$ cat src/include/asr_pkg.sv
package asr_pkg;
	localparam int CLK_PERIOD_NS = 10;
	localparam int ADDR_W = 16;
	localparam int DATA_W = 16;
	localparam int LANES = 2;
	localparam int LANE_W = 8;
	localparam int POWER_UP_WAIT_US = 100;
	localparam int ADDR_TO_VALID_TIME_NS = 10;
	localparam int OE_TO_VALID_NS = 5;
	localparam int LANE_TO_WRITE_END_NS = 7;
	localparam int WRITE_DATA_SETUP_NS = 6;
	localparam int BUS_TURN_NS = 5;
	// Least times round up; read, write and turn cycle counts are at least one
	localparam int POWER_UP_CYC = (POWER_UP_WAIT_US * 1000 + CLK_PERIOD_NS - 1) / CLK_PERIOD_NS;
	localparam int READ_CYC_RAW = (ADDR_TO_VALID_TIME_NS + CLK_PERIOD_NS - 1) / CLK_PERIOD_NS;
	localparam int READ_CYC = (READ_CYC_RAW < 1) ? 1 : READ_CYC_RAW;
	localparam int WRITE_CYC_RAW = (LANE_TO_WRITE_END_NS + CLK_PERIOD_NS - 1) / CLK_PERIOD_NS;
	localparam int WRITE_CYC = (WRITE_CYC_RAW < 1) ? 1 : WRITE_CYC_RAW;
	localparam int TURN_CYC_RAW = (BUS_TURN_NS + CLK_PERIOD_NS - 1) / CLK_PERIOD_NS;
	localparam int TURN_CYC = (TURN_CYC_RAW < 1) ? 1 : TURN_CYC_RAW;
	localparam int CNT_W = 16;
	localparam logic [LANES-1:0] LANES_OFF = 2'h3;
	// Pin group driven toward the memory, all strobes active low
	typedef struct packed {
		logic select_n;
		logic out_drive_n;
		logic write_strobe_n;
		logic upper_lane_enable_n;
		logic lower_lane_enable_n;
		logic [ADDR_W-1:0] addr;
	} asr_pins_t;
	localparam asr_pins_t PINS_IDLE = '{1'b1, 1'b1, 1'b1, 1'b1, 1'b1, 16'h0000};
	typedef struct packed {
		logic write;
		logic [LANES-1:0] lanes;
		logic [ADDR_W-1:0] addr;
		logic [DATA_W-1:0] wdata;
	} asr_req_t;
endpackage

$ cat src/design/asr_host.sv
`timescale 1ns/1ns
`default_nettype none
module asr_host #(
	parameter int POWER_UP_CYCLES = asr_pkg::POWER_UP_CYC
) (
	input wire logic SYS_CLK,
	input wire logic NRST,
	input wire logic REQ_VALID,
	output logic REQ_READY,
	input wire asr_pkg::asr_req_t REQ,
	output logic RSP_VALID,
	output logic [asr_pkg::DATA_W-1:0] RSP_DATA,
	input wire logic RETAIN_REQ,
	output logic RETAIN_OK,
	output logic POWER_READY,
	output asr_pkg::asr_pins_t PINS,
	input wire logic [asr_pkg::DATA_W-1:0] DQ_I,
	output logic [asr_pkg::DATA_W-1:0] DQ_O,
	output logic [asr_pkg::DATA_W-1:0] DQ_OE
);
	// ----------------------------------------
	// State
	// ----------------------------------------
	typedef enum logic [2:0] {ST_ARM, ST_POWER, ST_IDLE, ST_READ, ST_CAPTURE, ST_WRITE, ST_TURN,
		ST_RETAIN} asr_state_t;
	asr_state_t state;
	asr_state_t next_state;
	asr_pkg::asr_req_t cur;
	logic [asr_pkg::DATA_W-1:0] dq_meta;
	logic [asr_pkg::DATA_W-1:0] dq_sync;
	logic wait_load;
	logic [asr_pkg::CNT_W-1:0] wait_value;
	logic wait_done;
	logic [asr_pkg::LANES-1:0] lane_n;
	logic take;
	asr_pkg::asr_pins_t next_pins;
	logic [asr_pkg::CNT_W-1:0] power_cnt;

	// Shared down-counter for every timed interval
	asr_wait #(.W(asr_pkg::CNT_W)) u_wait (
		.SYS_CLK(SYS_CLK),
		.NRST(NRST),
		.load(wait_load),
		.value(wait_value),
		.done(wait_done)
	);

	// ----------------------------------------
	// Decode
	// ----------------------------------------
	// Requests with no lane are left waiting, never taken
	assign take = (state == ST_IDLE) && REQ_VALID && !RETAIN_REQ && (REQ.lanes != '0);
	assign REQ_READY = (state == ST_IDLE) && !RETAIN_REQ;
	assign lane_n = ~cur.lanes;
	assign RETAIN_OK = (state == ST_RETAIN) && PINS.select_n;
	assign POWER_READY = (state != ST_ARM) && (state != ST_POWER);

	always_comb begin
		next_state = state;
		wait_load = 1'b0;
		wait_value = '0;
		case (state)
			ST_ARM: begin
				wait_load = 1'b1;
				wait_value = asr_pkg::CNT_W'(POWER_UP_CYCLES - 1);
				next_state = ST_POWER;
			end
			ST_POWER: if (wait_done) next_state = ST_IDLE;
			ST_IDLE: begin
				if (RETAIN_REQ) begin
					next_state = ST_RETAIN;
				end else if (take) begin
					wait_load = 1'b1;
					// Read: two spare cycles, pins launch just after the edge
					wait_value = REQ.write ? asr_pkg::CNT_W'(asr_pkg::WRITE_CYC - 1)
						: asr_pkg::CNT_W'(asr_pkg::READ_CYC + 1);
					next_state = REQ.write ? ST_WRITE : ST_READ;
				end
			end
			ST_READ: if (wait_done) next_state = ST_CAPTURE;
			ST_CAPTURE: begin
				wait_load = 1'b1;
				wait_value = asr_pkg::CNT_W'(asr_pkg::TURN_CYC - 1);
				next_state = ST_TURN;
			end
			ST_WRITE: begin
				if (wait_done) begin
					wait_load = 1'b1;
					wait_value = asr_pkg::CNT_W'(asr_pkg::TURN_CYC - 1);
					next_state = ST_TURN;
				end
			end
			ST_TURN: if (wait_done) next_state = ST_IDLE;
			ST_RETAIN: if (!RETAIN_REQ) next_state = ST_IDLE;
			default: next_state = ST_IDLE;
		endcase
	end

	// Registered strobes; address and data set with the strobes and held through the end
	always_comb begin
		next_pins = asr_pkg::PINS_IDLE;
		next_pins.addr = PINS.addr;
		if (take) begin
			next_pins.addr = REQ.addr;
			next_pins.select_n = 1'b0;
			next_pins.write_strobe_n = !REQ.write;
			next_pins.out_drive_n = REQ.write;
			next_pins.upper_lane_enable_n = !REQ.lanes[1];
			next_pins.lower_lane_enable_n = !REQ.lanes[0];
		end else if ((state == ST_READ) || (state == ST_WRITE && !wait_done)) begin
			next_pins = PINS;
		end
	end

	// ----------------------------------------
	// Registers
	// ----------------------------------------
	always_ff @(posedge SYS_CLK) begin
		if (!NRST) begin
			state <= ST_ARM;
			PINS <= asr_pkg::PINS_IDLE;
		end else begin
			state <= next_state;
			PINS <= next_pins;
		end
	end

	// Write data and drive enables launch with the strobes
	always_ff @(posedge SYS_CLK) begin
		if (!NRST) begin
			cur <= '0;
			DQ_O <= '0;
			DQ_OE <= '0;
		end else if (take) begin
			cur <= REQ;
			DQ_O <= REQ.wdata;
			for (int i = 0; i < asr_pkg::LANES; i++)
				DQ_OE[i*asr_pkg::LANE_W +: asr_pkg::LANE_W] <= {asr_pkg::LANE_W{REQ.write && REQ.lanes[i]}};
		end else if (state == ST_TURN) begin
			DQ_OE <= '0;
		end
	end

	// Data pins pass two flops before use
	always_ff @(posedge SYS_CLK) begin
		if (!NRST) begin
			dq_meta <= '0;
			dq_sync <= '0;
		end else begin
			dq_meta <= DQ_I;
			dq_sync <= dq_meta;
		end
	end

	// Disabled lanes read as zero
	always_ff @(posedge SYS_CLK) begin
		if (!NRST) begin
			RSP_VALID <= 1'b0;
			RSP_DATA <= '0;
		end else begin
			RSP_VALID <= (state == ST_CAPTURE);
			if (state == ST_CAPTURE) begin
				for (int i = 0; i < asr_pkg::LANES; i++)
					RSP_DATA[i*asr_pkg::LANE_W +: asr_pkg::LANE_W] <= lane_n[i] ?
						'0 : dq_sync[i*asr_pkg::LANE_W +: asr_pkg::LANE_W];
			end
		end
	end

	// ----------------------------------------
	// Checks
	// ----------------------------------------
	// Cycles since reset release, held at its ceiling
	always_ff @(posedge SYS_CLK) begin
		if (!NRST)
			power_cnt <= '0;
		else if (power_cnt != '1)
			power_cnt <= power_cnt + 1'b1;
	end

	AST_WE_HIGH_IN_READ: assert property (@(posedge SYS_CLK) disable iff (!NRST)
		!PINS.out_drive_n |-> PINS.write_strobe_n) else $error("write strobe low in read");
	AST_NO_ACCESS_POWER: assert property (@(posedge SYS_CLK) disable iff (!NRST)
		(state == ST_ARM || state == ST_POWER) |-> PINS.select_n) else $error("access in power wait");
	AST_POWER_COUNT: assert property (@(posedge SYS_CLK) disable iff (!NRST)
		$fell(PINS.select_n) |-> (power_cnt >= asr_pkg::CNT_W'(POWER_UP_CYCLES)))
		else $error("access before power count");
	AST_WRITE_HELD: assert property (@(posedge SYS_CLK) disable iff (!NRST)
		$fell(PINS.write_strobe_n) |-> !PINS.select_n && (DQ_OE != '0)
			&& !(PINS.upper_lane_enable_n && PINS.lower_lane_enable_n))
		else $error("write strobes not low together");
	AST_ADDR_STABLE: assert property (@(posedge SYS_CLK) disable iff (!NRST)
		(!PINS.select_n && !$fell(PINS.select_n)) |-> $stable(PINS.addr))
		else $error("address moved in access");
	AST_ADDR_AT_SELECT: assert property (@(posedge SYS_CLK) disable iff (!NRST)
		$fell(PINS.select_n) |-> (PINS.addr == cur.addr))
		else $error("address late at select");
	AST_DATA_HOLD: assert property (@(posedge SYS_CLK) disable iff (!NRST)
		$rose(PINS.write_strobe_n) |-> (DQ_OE != '0) && $stable(DQ_O))
		else $error("write data not held");
	AST_DATA_SETUP: assert property (@(posedge SYS_CLK) disable iff (!NRST)
		$rose(PINS.write_strobe_n) |-> ($past(DQ_OE) != '0)) else $error("write data late");
	AST_DATA_RELEASE: assert property (@(posedge SYS_CLK) disable iff (!NRST)
		$rose(PINS.write_strobe_n) |=> (DQ_OE == '0)) else $error("data bus not released");
	AST_RETAIN_DESEL: assert property (@(posedge SYS_CLK) disable iff (!NRST)
		(state == ST_RETAIN) |-> PINS.select_n) else $error("selected in retention");
	AST_OE_XOR_DRIVE: assert property (@(posedge SYS_CLK) disable iff (!NRST)
		!PINS.out_drive_n |-> (DQ_OE == '0)) else $error("bus fight");
	AST_READ_RESP: assert property (@(posedge SYS_CLK) disable iff (!NRST)
		$fell(PINS.out_drive_n) |-> ##4 RSP_VALID) else $error("read response late");
	AST_READ_HOLD: assert property (@(posedge SYS_CLK) disable iff (!NRST)
		$fell(PINS.out_drive_n) |-> !PINS.out_drive_n [*4]) else $error("read window short");
	AST_LANE_STROBE: assert property (@(posedge SYS_CLK) disable iff (!NRST)
		!PINS.select_n |-> !(PINS.upper_lane_enable_n && PINS.lower_lane_enable_n))
		else $error("access with no lane");
	CV_READ: cover property (@(posedge SYS_CLK) RSP_VALID);
	CV_WRITE: cover property (@(posedge SYS_CLK) $rose(PINS.write_strobe_n));
	CV_RETAIN: cover property (@(posedge SYS_CLK) RETAIN_OK);
	CV_POWER: cover property (@(posedge SYS_CLK) $rose(POWER_READY));
	CV_ONE_LANE: cover property (@(posedge SYS_CLK) !PINS.select_n && PINS.upper_lane_enable_n);
endmodule
`default_nettype wire

$ cat src/design/asr_wait.sv
`timescale 1ns/1ns
`default_nettype none
// Count down a load value; done is a level
module asr_wait #(
	parameter int W = 16
) (
	input wire logic SYS_CLK,
	input wire logic NRST,
	input wire logic load,
	input wire logic [W-1:0] value,
	output logic done
);
	logic [W-1:0] cnt;
	always_ff @(posedge SYS_CLK) begin
		if (!NRST)
			cnt <= '0;
		else if (load)
			cnt <= value;
		else if (cnt != '0)
			cnt <= cnt - 1'b1;
	end
	assign done = (cnt == '0);
endmodule
`default_nettype wire

$ cat config.mk
export PLATFORM = sky130hd
export DESIGN_NAME = asr_host
export DESIGN_NICKNAME = d
export VERILOG_FILES = /design/src/include/asr_pkg.sv /design/src/design/asr_host.sv /design/src/design/asr_wait.sv
export SDC_FILE = /design/constraint.sdc
export NUM_CORES = 1
export LEC_CHECK = 0
export ABC_AREA = 1
export BUFFER_PORTS_ARGS = -buffer_cell sky130_fd_sc_hd__buf_4
export CAP_MARGIN = 20
export CORE_ASPECT_RATIO = 0.7
export CORE_MARGIN = 10
export CORE_UTILIZATION = 35
export CTS_CLUSTER_SIZE = 14
export DETAILED_ROUTE_END_ITERATION = 10
export PLACE_DENSITY = 0.66
export SKIP_CTS_REPAIR_TIMING = 1
export SKIP_LAST_GASP = 1
export SLEW_MARGIN = 10
export SYNTH_ARGS = -nofsm -noshare
export SYNTH_HDL_FRONTEND = slang
export SYNTH_HIERARCHICAL = 1
export SYNTH_SLANG_ARGS = --single-unit
export TNS_END_PERCENT = 20
$ cat constraint.sdc
create_clock -name SYS_CLK -period 2.1 [get_ports SYS_CLK]
set_input_delay 0.42 -clock SYS_CLK [delete_from_list [all_inputs] [get_ports SYS_CLK]]
set_output_delay 0.42 -clock SYS_CLK [all_outputs]
set_load 0.01 [all_outputs]
==> results of run 1 <==
[power breakdown]
group	switching, mW	internal (mW)	total, mW
logic	1.57	1.01	2.57
registers	0.236	2.30	2.54
clock network	0.754	0.938	1.69
[worst max-delay path, cell delays in order, from the launching register on]
cell and delay (ns):
dfxtp_1 0.34, inv_1 0.13, ha_4 0.17, nand2_4 0.07
nor2_8 0.09, nand4_4 0.08, inv_1 0.09, inv_1 0.05
o211ai_1 0.30, buf_4 0.19, buf_4 0.18, nand2_1 0.07
a21oi_1 0.16
[synthesized netlist by cell type, types with 3 or more instances]
library cell and number:
nand2_1 129, dfxtp_1 109, nor2_1 109, inv_1 62
nand3_1 50, o21ai_0 35, buf_4 19, a21oi_1 12
clkbuf_1 12, o21ai_1 10, buf_2 5, nand4_1 4
nor2_4 4, xnor2_1 4, buf_6 3, nand2_2 3
nand2_4 3, nor2_2 3, o211ai_1 3
[cell type report]
cell class | instances | area share
sequential | 109 | 0.3722
clock buffer | 10 | 0.03904
timing repair buffer | 143 | 0.1854
inverter | 65 | 0.04224
clock inverter | 6 | 0.01216
tap | 162 | 0.03456
multi-input combinational | 393 | 0.3144
[metal layers]
metal	track usage	vias up	wire length (µm)
met4	0.04042	0	64
met1	0.1667	1751	5668
li1	-	2089	-
met3	0.05781	2	1019
met5	0	-	0
met2	0.2002	106	5262
[logic make-up (layout without fill, tap and decap cells)]
kind of cell / Yosys count / count (layout) / share of synthesized area
DFF: 109 / 109 / 0.4869
xor gates and xnor gates: 6 / 6 / 0.01173
other: 1 / 8 / 0.0008367
buffers and inverters: 106 / 224 / 0.1119
and+or+nand+nor: 314 / 314 / 0.3104
adders and majority gates: 1 / 1 / 0.002791
AOI/OAI and AO/OA: 64 / 64 / 0.07538
[metrics by stage]
stage	TNS, ns	hold slack, ns	setup slack [ns]	area, µm²
after CTS	0	0.2413	0.05868	5798
final	0	0.2603	0.1037	5866
after detailed placement	0	0.3945	0.07629	5498
after global placement	0	0.3886	0.1404	5498
after floorplan	0	0.3864	0.002963	4508
after global routing	-0.1527	0.2380	-0.03476	5866
[registers in the layout, indices dropped and copies added (netlist names)]
name and flops:
DQ_OE 2, cur 2, RSP_DATA 16, dq_sync 16
dq_meta 16, RSP_VALID 1, state 3, u_wait/cnt 16
DQ_O 16, PINS 21
[cells in the final DEF (no fill, tap or decap), drive strengths merged]
cell type	n
a21oi	12
a22oi	1
and2	1
buf	142
bufinv	1
clkbuf	11
clkinv	3
clkinvlp	1
conb	8
dfxtp	109
ha	1
inv	66
nand2	135
nand3	51
nand4	5
nor2	118
nor3	2
nor3b	1
nor4	1
o211ai	3
o21a	1
o21ai	45
o21bai	2
xnor2	4
xor2	2
[path summary, 6_finish.rpt]
check	slack (ns)	endpoint	startpoint	depth (start not counted)
min reg2reg	0.41	dq_sync[11]	dq_meta[11]	2
max reg2reg	0.10	u_wait/cnt[10]	u_wait/cnt[0]	12
min	0.26	dq_meta[13]	DQ_I[13]	3
max	0.10	u_wait/cnt[10]	u_wait/cnt[0]	12
==> run summary, run 1 <==
Clk_lat worst skew: 0.34 ns
Reg area: 0.002183 mm²
Mapped Cells: 601
Seq/Total Area, Yosys: 0.4869
Dpl hpwl: 9021 µm
Routed wire length: 12010 µm
Max Cap Viol: 0
Die height: 114.7 µm
Routed vias: 3948
Area leader, netlist: dfxtp_1
Pleak: 3.000 nW
RePlAce Congestion: 0.8528
Final cell count without fillers: 888
Synthesized area: 0.004482 mm²
Initial antenna violation count: 0
Unique cell type count in the Yosys netlist: 37
Min-Delay Path Class: primary input to flop
# IOs: 128
DRC: 0
RSZ-0062 raised after global routing: true
CP Capture Type: flop
Slew Limit Headroom: 0.5944
Area Overhead vs Synth: 30.88%
Root buf cell: clkbuf_16
Total CTS buffers: 9
Final Max Slew Viols: 0
Initial Util: 0.3596
Post-synth EDFFs: 0
Arr. time, crit path: 2.26 ns
Area of the multi-input gates: 0.001844 mm²
Ant diodes: 0
Worst setup SP type: flop
Layout cells sized above 1: 0.2493
Synth area leaders: dfxtp_1 49%, nand2_1 11%, nor2_1 9.1%
Gr ovfl total: 0
Clk pin slew, worst setup/hold paths: 0.07 ns
Final hold viol count: 0
# nets final: 777
CTS HTree Levels: 3
Finished Core Util: 0.4706
Largest net degree at the start of global routing: 53
Vias per cell: 4.446
Design Power: 6.804 mW
Core ar.: 0.01246 mm²
FP Rows: 34
Ys Warns: 6
WL/cell: 13.53 µm
Cells after DPL: 866
CTS max path bufs: 2
Worst VDD drop: 477.8 µV
# port buffers: 127
Worst Tran Pin Value: 0.6062 ns
Ys flop type: dfxtp_1
Tot GR Track Use: 0.1324
F_max: 0.5009 GHz
Layout Skew: 0.008085 ns
Asr flop ratio synth: 0
TritonCTS clock tree: built
Synth top area share: 0.4869
Fillers: 1234
Worst-path fanout max: 11
DIE AREA: 0.01780 mm²
Final Setup Violations: 0
Vias in the first global route: 3807
Die X: 155.3 µm
# clock sinks: 109
First-pass GRT wire length: 19440 µm
Yosys reg bits: 109
DRT Pass-1 Iters: 4
Mapped Avg Cell Area: 7.457 µm²
Status: complete, no violations
Critical Setup Path Class: flop to flop
Final ANT Viol Nets: 0
Tmin final: 1.996 ns
Fin crit share: 0.9506
CP Data Required Time: 2.36 ns
1st-iter DRT viols: 207
Power density over the cells: 1160 mW/mm²
(Power assumes the default switching activity.)
==> run 2, diff against run 1 <==
--- a/config.mk
+++ b/config.mk
@@ -14,6 +14,7 @@
 export CTS_CLUSTER_SIZE = 14
 export DETAILED_ROUTE_END_ITERATION = 10
 export PLACE_DENSITY = 0.66
+export REMOVE_ABC_BUFFERS = 1
 export SKIP_CTS_REPAIR_TIMING = 1
 export SKIP_LAST_GASP = 1
 export SLEW_MARGIN = 10
==> run summary, run 2 (synthesis gave the netlist of run 1 again) <==
Status: complete, no violations
Finished Core Util: 0.4705
1st-iter DRT viols: 320
TritonCTS clock tree: built
DRT Pass-1 Iters: 5
Top reg by flops: PINS
Core ar.: 0.01246 mm²
Final Setup Violations: 0
Min-Delay Path Class: primary input to flop
CP Data Required Time: 2.37 ns
Clk pin slew, worst setup/hold paths: 0.08 ns
Final hold viol count: 0
Reg area: 0.002185 mm²
Area Overhead vs Synth: 30.85%
Internal: 4.185 mW
Worst VDD drop: 738.6 µV
Layout cells sized above 1: 0.2545
Root buf cell: clkbuf_16
Max FFs per register: 21
# clock sinks: 109
DRC: 0
Reg2reg end: u_wait/cnt[0]
DIE AREA: 0.01780 mm²
Final Max Slew Viols: 0
CTS max path bufs: 2
Clk_lat worst skew: 0.35 ns
Largest stage delay on the critical path: 0.34 ns
Worst path bufs/invs: 5
Dpl hpwl: 8839 µm
Vias per cell: 4.582
Initial antenna violation count: 0
Die X: 155.3 µm
Power density over the cells: 1164 mW/mm²
Leading cell type in the layout, fill and taps excluded: buf_4
Layout Skew: 0.01072 ns
# IOs: 128
# nets final: 774
Worst setup SP type: flop
Design Power: 6.825 mW
Switch Pwr: 2.640 mW
Reg-to-Reg Start: u_wait/cnt[0]
Ant diodes: 0
Critical Setup Path Class: flop to flop
Tot GR Track Use: 0.1305
Crit-path cells: inv_2 -> ha_4 -> nand2_4 -> nor2_8 -> nand4_4 -> inv_1 -> inv_1 -> o211ai_1 -> buf_4 -> buf_12 -> nand2_1 -> o21ai_0 -> nand2_1 -> a21oi_2
Worst Tran Pin Value: 0.6077 ns
Routed wire length: 12120 µm
CP Capture Type: flop
R2R Setup Slk: 0.07 ns
Clock group share of total power: 0.244
Worst-path fanout max: 11
Top Family by Delay on Critical Path: buffers and inverters
Die height: 114.7 µm
FP Rows: 34
Slew Limit Headroom: 0.5934
Register-to-Register Path Depth: 14
Arr. time, crit path: 2.31 ns
Largest net degree at the start of global routing: 78
Final ANT Viol Nets: 0
Vias in the first global route: 3953
Reg power frac: 0.369
Fillers: 1235
Gr ovfl total: 0
# port buffers: 127
Area of the multi-input gates: 0.001843 mm²
RePlAce Congestion: 0.9023
WL/cell: 13.69 µm
Routed vias: 4055
Hold path endpoint: dq_meta[4]
Tmin final: 2.034 ns
Hold Path Depth: 3
Sw Ratio: 0.3868
Logic pwr share: 0.386
Max Cap Viol: 0
CTS HTree Levels: 3
Hold Slack: 0.2434 ns
Fin crit share: 0.9686
Worst path slowest cell: dfxtp_2
Total CTS buffers: 9
Min-Delay Startpoint: DQ_I[4]
Initial Util: 0.3596
Most frequent cells in the layout: 137 x buf_4, 129 x nand2_1, 108 x nor2_1, 107 x dfxtp_1, 60 x inv_1
Pleak: 2.990 nW
First-pass GRT wire length: 19180 µm
F_max: 0.4916 GHz
[run 2: layer usage]
layer  track usage  routed length [µm]
met3       0.06156                1218
met1        0.1463                4984
met2        0.2118                5704
met4       0.05100                 210
met5             0                   0
[run 2: how the worst max path moves through the flow]
stage                  startpoint             to  slack, ns  depth (start not counted)
finish              u_wait/cnt[0]  u_wait/cnt[0]       0.07                         14
floorplan           u_wait/cnt[0]  u_wait/cnt[6]      -0.56                         12
CTS                 u_wait/cnt[0]  u_wait/cnt[0]       -0.1                         12
global route        u_wait/cnt[1]  u_wait/cnt[0]      -0.09                         14
detailed placement  u_wait/cnt[0]  u_wait/cnt[0]      -0.06                         12
global placement    u_wait/cnt[0]  u_wait/cnt[6]       0.07                         12
[run 2: power groups by stage]
| stage | clock network, mW | registers [mW] | logic [mW] |
|---|---|---|---|
| 2_1_floorplan | 0 | 2.55 | 1.67 |
| 3_3_place_gp | 0 | 2.54 | 2.35 |
| 3_5_place_dp | 0 | 2.55 | 2.41 |
| 4_1_cts | 1.70 | 2.51 | 2.43 |
| 5_1_grt | 1.79 | 2.55 | 2.95 |
| 6_report | 1.67 | 2.52 | 2.64 |
[run 2: final cells by class]
type	instances	share of cell area
Timing Repair Buffer	140	0.1865
Sequential cell	109	0.3725
Multi-Input combinational cell	393	0.3143
Inverter	65	0.04224
Clock buffer	9	0.03840
Clock inverter	7	0.01152
Tap cell	162	0.03456
[run 2: worst min-delay path, delay by kind of cell]
kind | cells | cell delay (ns)
buffers and inverters | 2 | 0.11
AND/OR/NAND/NOR | 1 | 0.04
[run 2: per-stage QoR]
| stage | setup WS, ns | area (µm²) | TNS [ns] | std cells |
|---|---|---|---|---|
| final | 0.06584 | 5864 | 0 | 885 |
| after global routing | -0.08647 | 5864 | -0.2269 | 885 |
| after CTS | -0.09817 | 5788 | -0.4396 | 880 |
| after detailed placement | -0.06242 | 5495 | -0.1608 | 864 |
| after global placement | 0.07091 | 5495 | 0 | 864 |
| after floorplan | -0.5587 | 4254 | -8.285 | 567 |
==> run 3, diff against run 2 <==
--- a/config.mk
+++ b/config.mk
@@ -5,15 +5,16 @@
 export SDC_FILE = /design/constraint.sdc
 export NUM_CORES = 1
 export LEC_CHECK = 0
-export ABC_AREA = 1
 export BUFFER_PORTS_ARGS = -buffer_cell sky130_fd_sc_hd__buf_4
 export CAP_MARGIN = 20
+export CELL_PAD_IN_SITES_DETAIL_PLACEMENT = 0
+export CELL_PAD_IN_SITES_GLOBAL_PLACEMENT = 1
 export CORE_ASPECT_RATIO = 0.7
 export CORE_MARGIN = 10
 export CORE_UTILIZATION = 35
 export CTS_CLUSTER_SIZE = 14
 export DETAILED_ROUTE_END_ITERATION = 10
-export PLACE_DENSITY = 0.66
+export PLACE_DENSITY = 0.82
 export REMOVE_ABC_BUFFERS = 1
 export SKIP_CTS_REPAIR_TIMING = 1
 export SKIP_LAST_GASP = 1
==> run summary, run 3 <==
Largest net degree at the start of global routing: 74
RePlAce Congestion: 0.8130
Ys Warns: 6
Asr flop ratio synth: 0
Post-Route Setup TNS: -6.414 ns
CP Data Required Time: 2.34 ns
# nets final: 652
Reg-to-Reg Start: u_wait/cnt[9]
Worst VDD drop: 545.3 µV
TritonCTS clock tree: built
Final ANT Viol Nets: 0
Initial antenna violation count: 0
RSZ-0062 raised after global routing: true
R2R Setup Slk: -0.36 ns
Min-Delay Startpoint: DQ_I[6]
DRT Pass-1 Iters: 4
Sw Ratio: 0.3363
Worst setup SP type: flop
Yosys reg bits: 109
CP Capture Type: flop
Power density over the cells: 1118 mW/mm²
Ys flop type: dfxtp_1
Final Max Slew Viols: 0
Synth area leaders: dfxtp_1 50%, a21boi_1 6.7%, and2_1 5.0%
Core ar.: 0.01229 mm²
Hold Slack: 0.2777 ns
1st-iter DRT viols: 206
Total CTS buffers: 9
Most frequent cells after synthesis: 109 x dfxtp_1, 40 x nand3_1, 39 x a21boi_1, 35 x and2_1, 26 x o21ai_0
Reg2reg end: u_wait/cnt[1]
Hold path endpoint: dq_meta[6]
Failing checks: negative setup slack
Logic pwr share: 0.368
Top reg by flops: PINS
Synth top area share: 0.5001
Arr. time, crit path: 2.70 ns
Slew Limit Headroom: 0.5745
Worst-path fanout max: 8
Seq/Total Area, Yosys: 0.5001
Mapped Avg Cell Area: 9.505 µm²
Layout cells sized above 1: 0.3394
Leading cell type in the layout, fill and taps excluded: buf_4
Routed vias: 3781
CTS HTree Levels: 3
Hold Path Depth: 2
WL/cell: 15.76 µm
Area leader, netlist: dfxtp_1
Final instance area: 0.005981 mm²
Layout Skew: 0.01678 ns
Setup ws final: -0.3609 ns
Post-synth EDFFs: 0
# clock sinks: 109
Synthesized area: 0.004363 mm²
Max FFs per register: 21
Gr ovfl total: 0
F_max: 0.4063 GHz
Min-Delay Path Class: primary input to flop
Final hold viol count: 0
Area Overhead vs Synth: 37.08%
Vias per cell: 4.955
Unique cell type count in the Yosys netlist: 58
Internal: 4.438 mW
Clock group share of total power: 0.271
Placed cell area: 0.005568 mm²
Vias in the first global route: 3722
Root buf cell: clkbuf_16
Most frequent cells in the layout: 163 x buf_4, 107 x dfxtp_1, 39 x nand3_1, 39 x a21boi_1, 35 x and2_1
Ant diodes: 0
Dpl hpwl: 8663 µm
Routed wire length: 12030 µm
First-pass GRT wire length: 19390 µm
FP Rows: 34
Status: finished with violations
Design Power: 6.687 mW
Worst Tran Pin Value: 0.6383 ns
Final Setup Violations: 24
Max Cap Viol: 0
# port buffers: 127
Tot GR Track Use: 0.1329
Most common cell in the netlist: dfxtp_1
DIE AREA: 0.01740 mm²
Reg power frac: 0.361
Clk_lat worst skew: 0.35 ns
Clk pin slew, worst setup/hold paths: 0.08 ns
Register-to-Register Path Depth: 10
Pleak: 2.499 nW
Die X: 153.4 µm
Fin crit share: 1.172
Critical Setup Path Class: flop to flop
CTS max path bufs: 2
Die height: 113.4 µm
Mapped Cells: 459
Tmin final: 2.461 ns
Switch Pwr: 2.249 mW
Initial Util: 0.3549
# IOs: 128
DRC: 0
## run 3: per-stage QoR
stage | utilization | cells | setup slack [ns]
CTS | 0.4791 | 759 | -0.6447
detailed placement | 0.4529 | 743 | -0.6046
global placement | 0.4529 | 743 | -0.4723
global route | 0.4865 | 763 | -0.4323
finish | 0.4865 | 763 | -0.3609
floorplan | - | 417 | -1.121
## run 3: power groups by stage
stage               combinational [mW]  sequential (mW)  clock (mW)
finish                            2.46             2.41        1.82
global route                      2.69             2.44        1.94
CTS                               2.26             2.40        1.86
detailed placement                2.24             2.45           0
global placement                  2.21             2.44           0
floorplan                         1.13             2.53           0
## run 3: cells by family after synthesis
| family | share of synthesized area |
|---|---|
| DFF | 0.5001 |
| AOI/OAI and AO/OA | 0.2294 |
| and+or+nand+nor | 0.1715 |
| xor gates and xnor gates | 0.01807 |
| adders and majority gates | 0.002867 |
| other | 0.0008595 |
| buffers and inverters | 0.07714 |
## run 3: worst max-delay path by stage
stage | depth (start not counted) | end | startpoint
2_1_floorplan | 10 | u_wait/cnt[13] | u_wait/cnt[0]
3_5_place_dp | 11 | u_wait/cnt[13] | u_wait/cnt[0]
4_1_cts | 11 | u_wait/cnt[13] | u_wait/cnt[0]
6_report | 10 | u_wait/cnt[1] | u_wait/cnt[9]
5_1_grt | 10 | u_wait/cnt[1] | u_wait/cnt[9]
3_3_place_gp | 11 | u_wait/cnt[13] | u_wait/cnt[0]
## run 3: worst max-delay path, cell delays in order, from the launching register on
cell and delay (ns):
dfxtp_2 0.32, or4_4 0.53, or4_4 0.55, nor2_4 0.14, a21boi_2 0.07, o22ai_2 0.15, buf_6 0.17, buf_6 0.10
nor2b_4 0.03, o31a_1 0.10, a32o_1 0.20
## run 3: final cells by class
| cell class | instances | area (µm²) |
|---|---|---|
| timing repair buffer | 168 | 1297 |
| clock inverter | 6 | 83.83 |
| inverter | 11 | 41.29 |
| tap | 162 | 202.7 |
| fill | 1130 | 6314 |
| sequential | 109 | 2185 |
| multi-input combinational | 297 | 1932 |
| clock buffer | 10 | 239.0 |
## run 3: metal layers
layer	up-vias	global-route usage	routed length [µm]
li1	1890	-	-
met2	69	0.2143	5721
met4	0	0.04645	210
met5	-	0	0
met3	13	0.03761	495
met1	1809	0.1677	5597
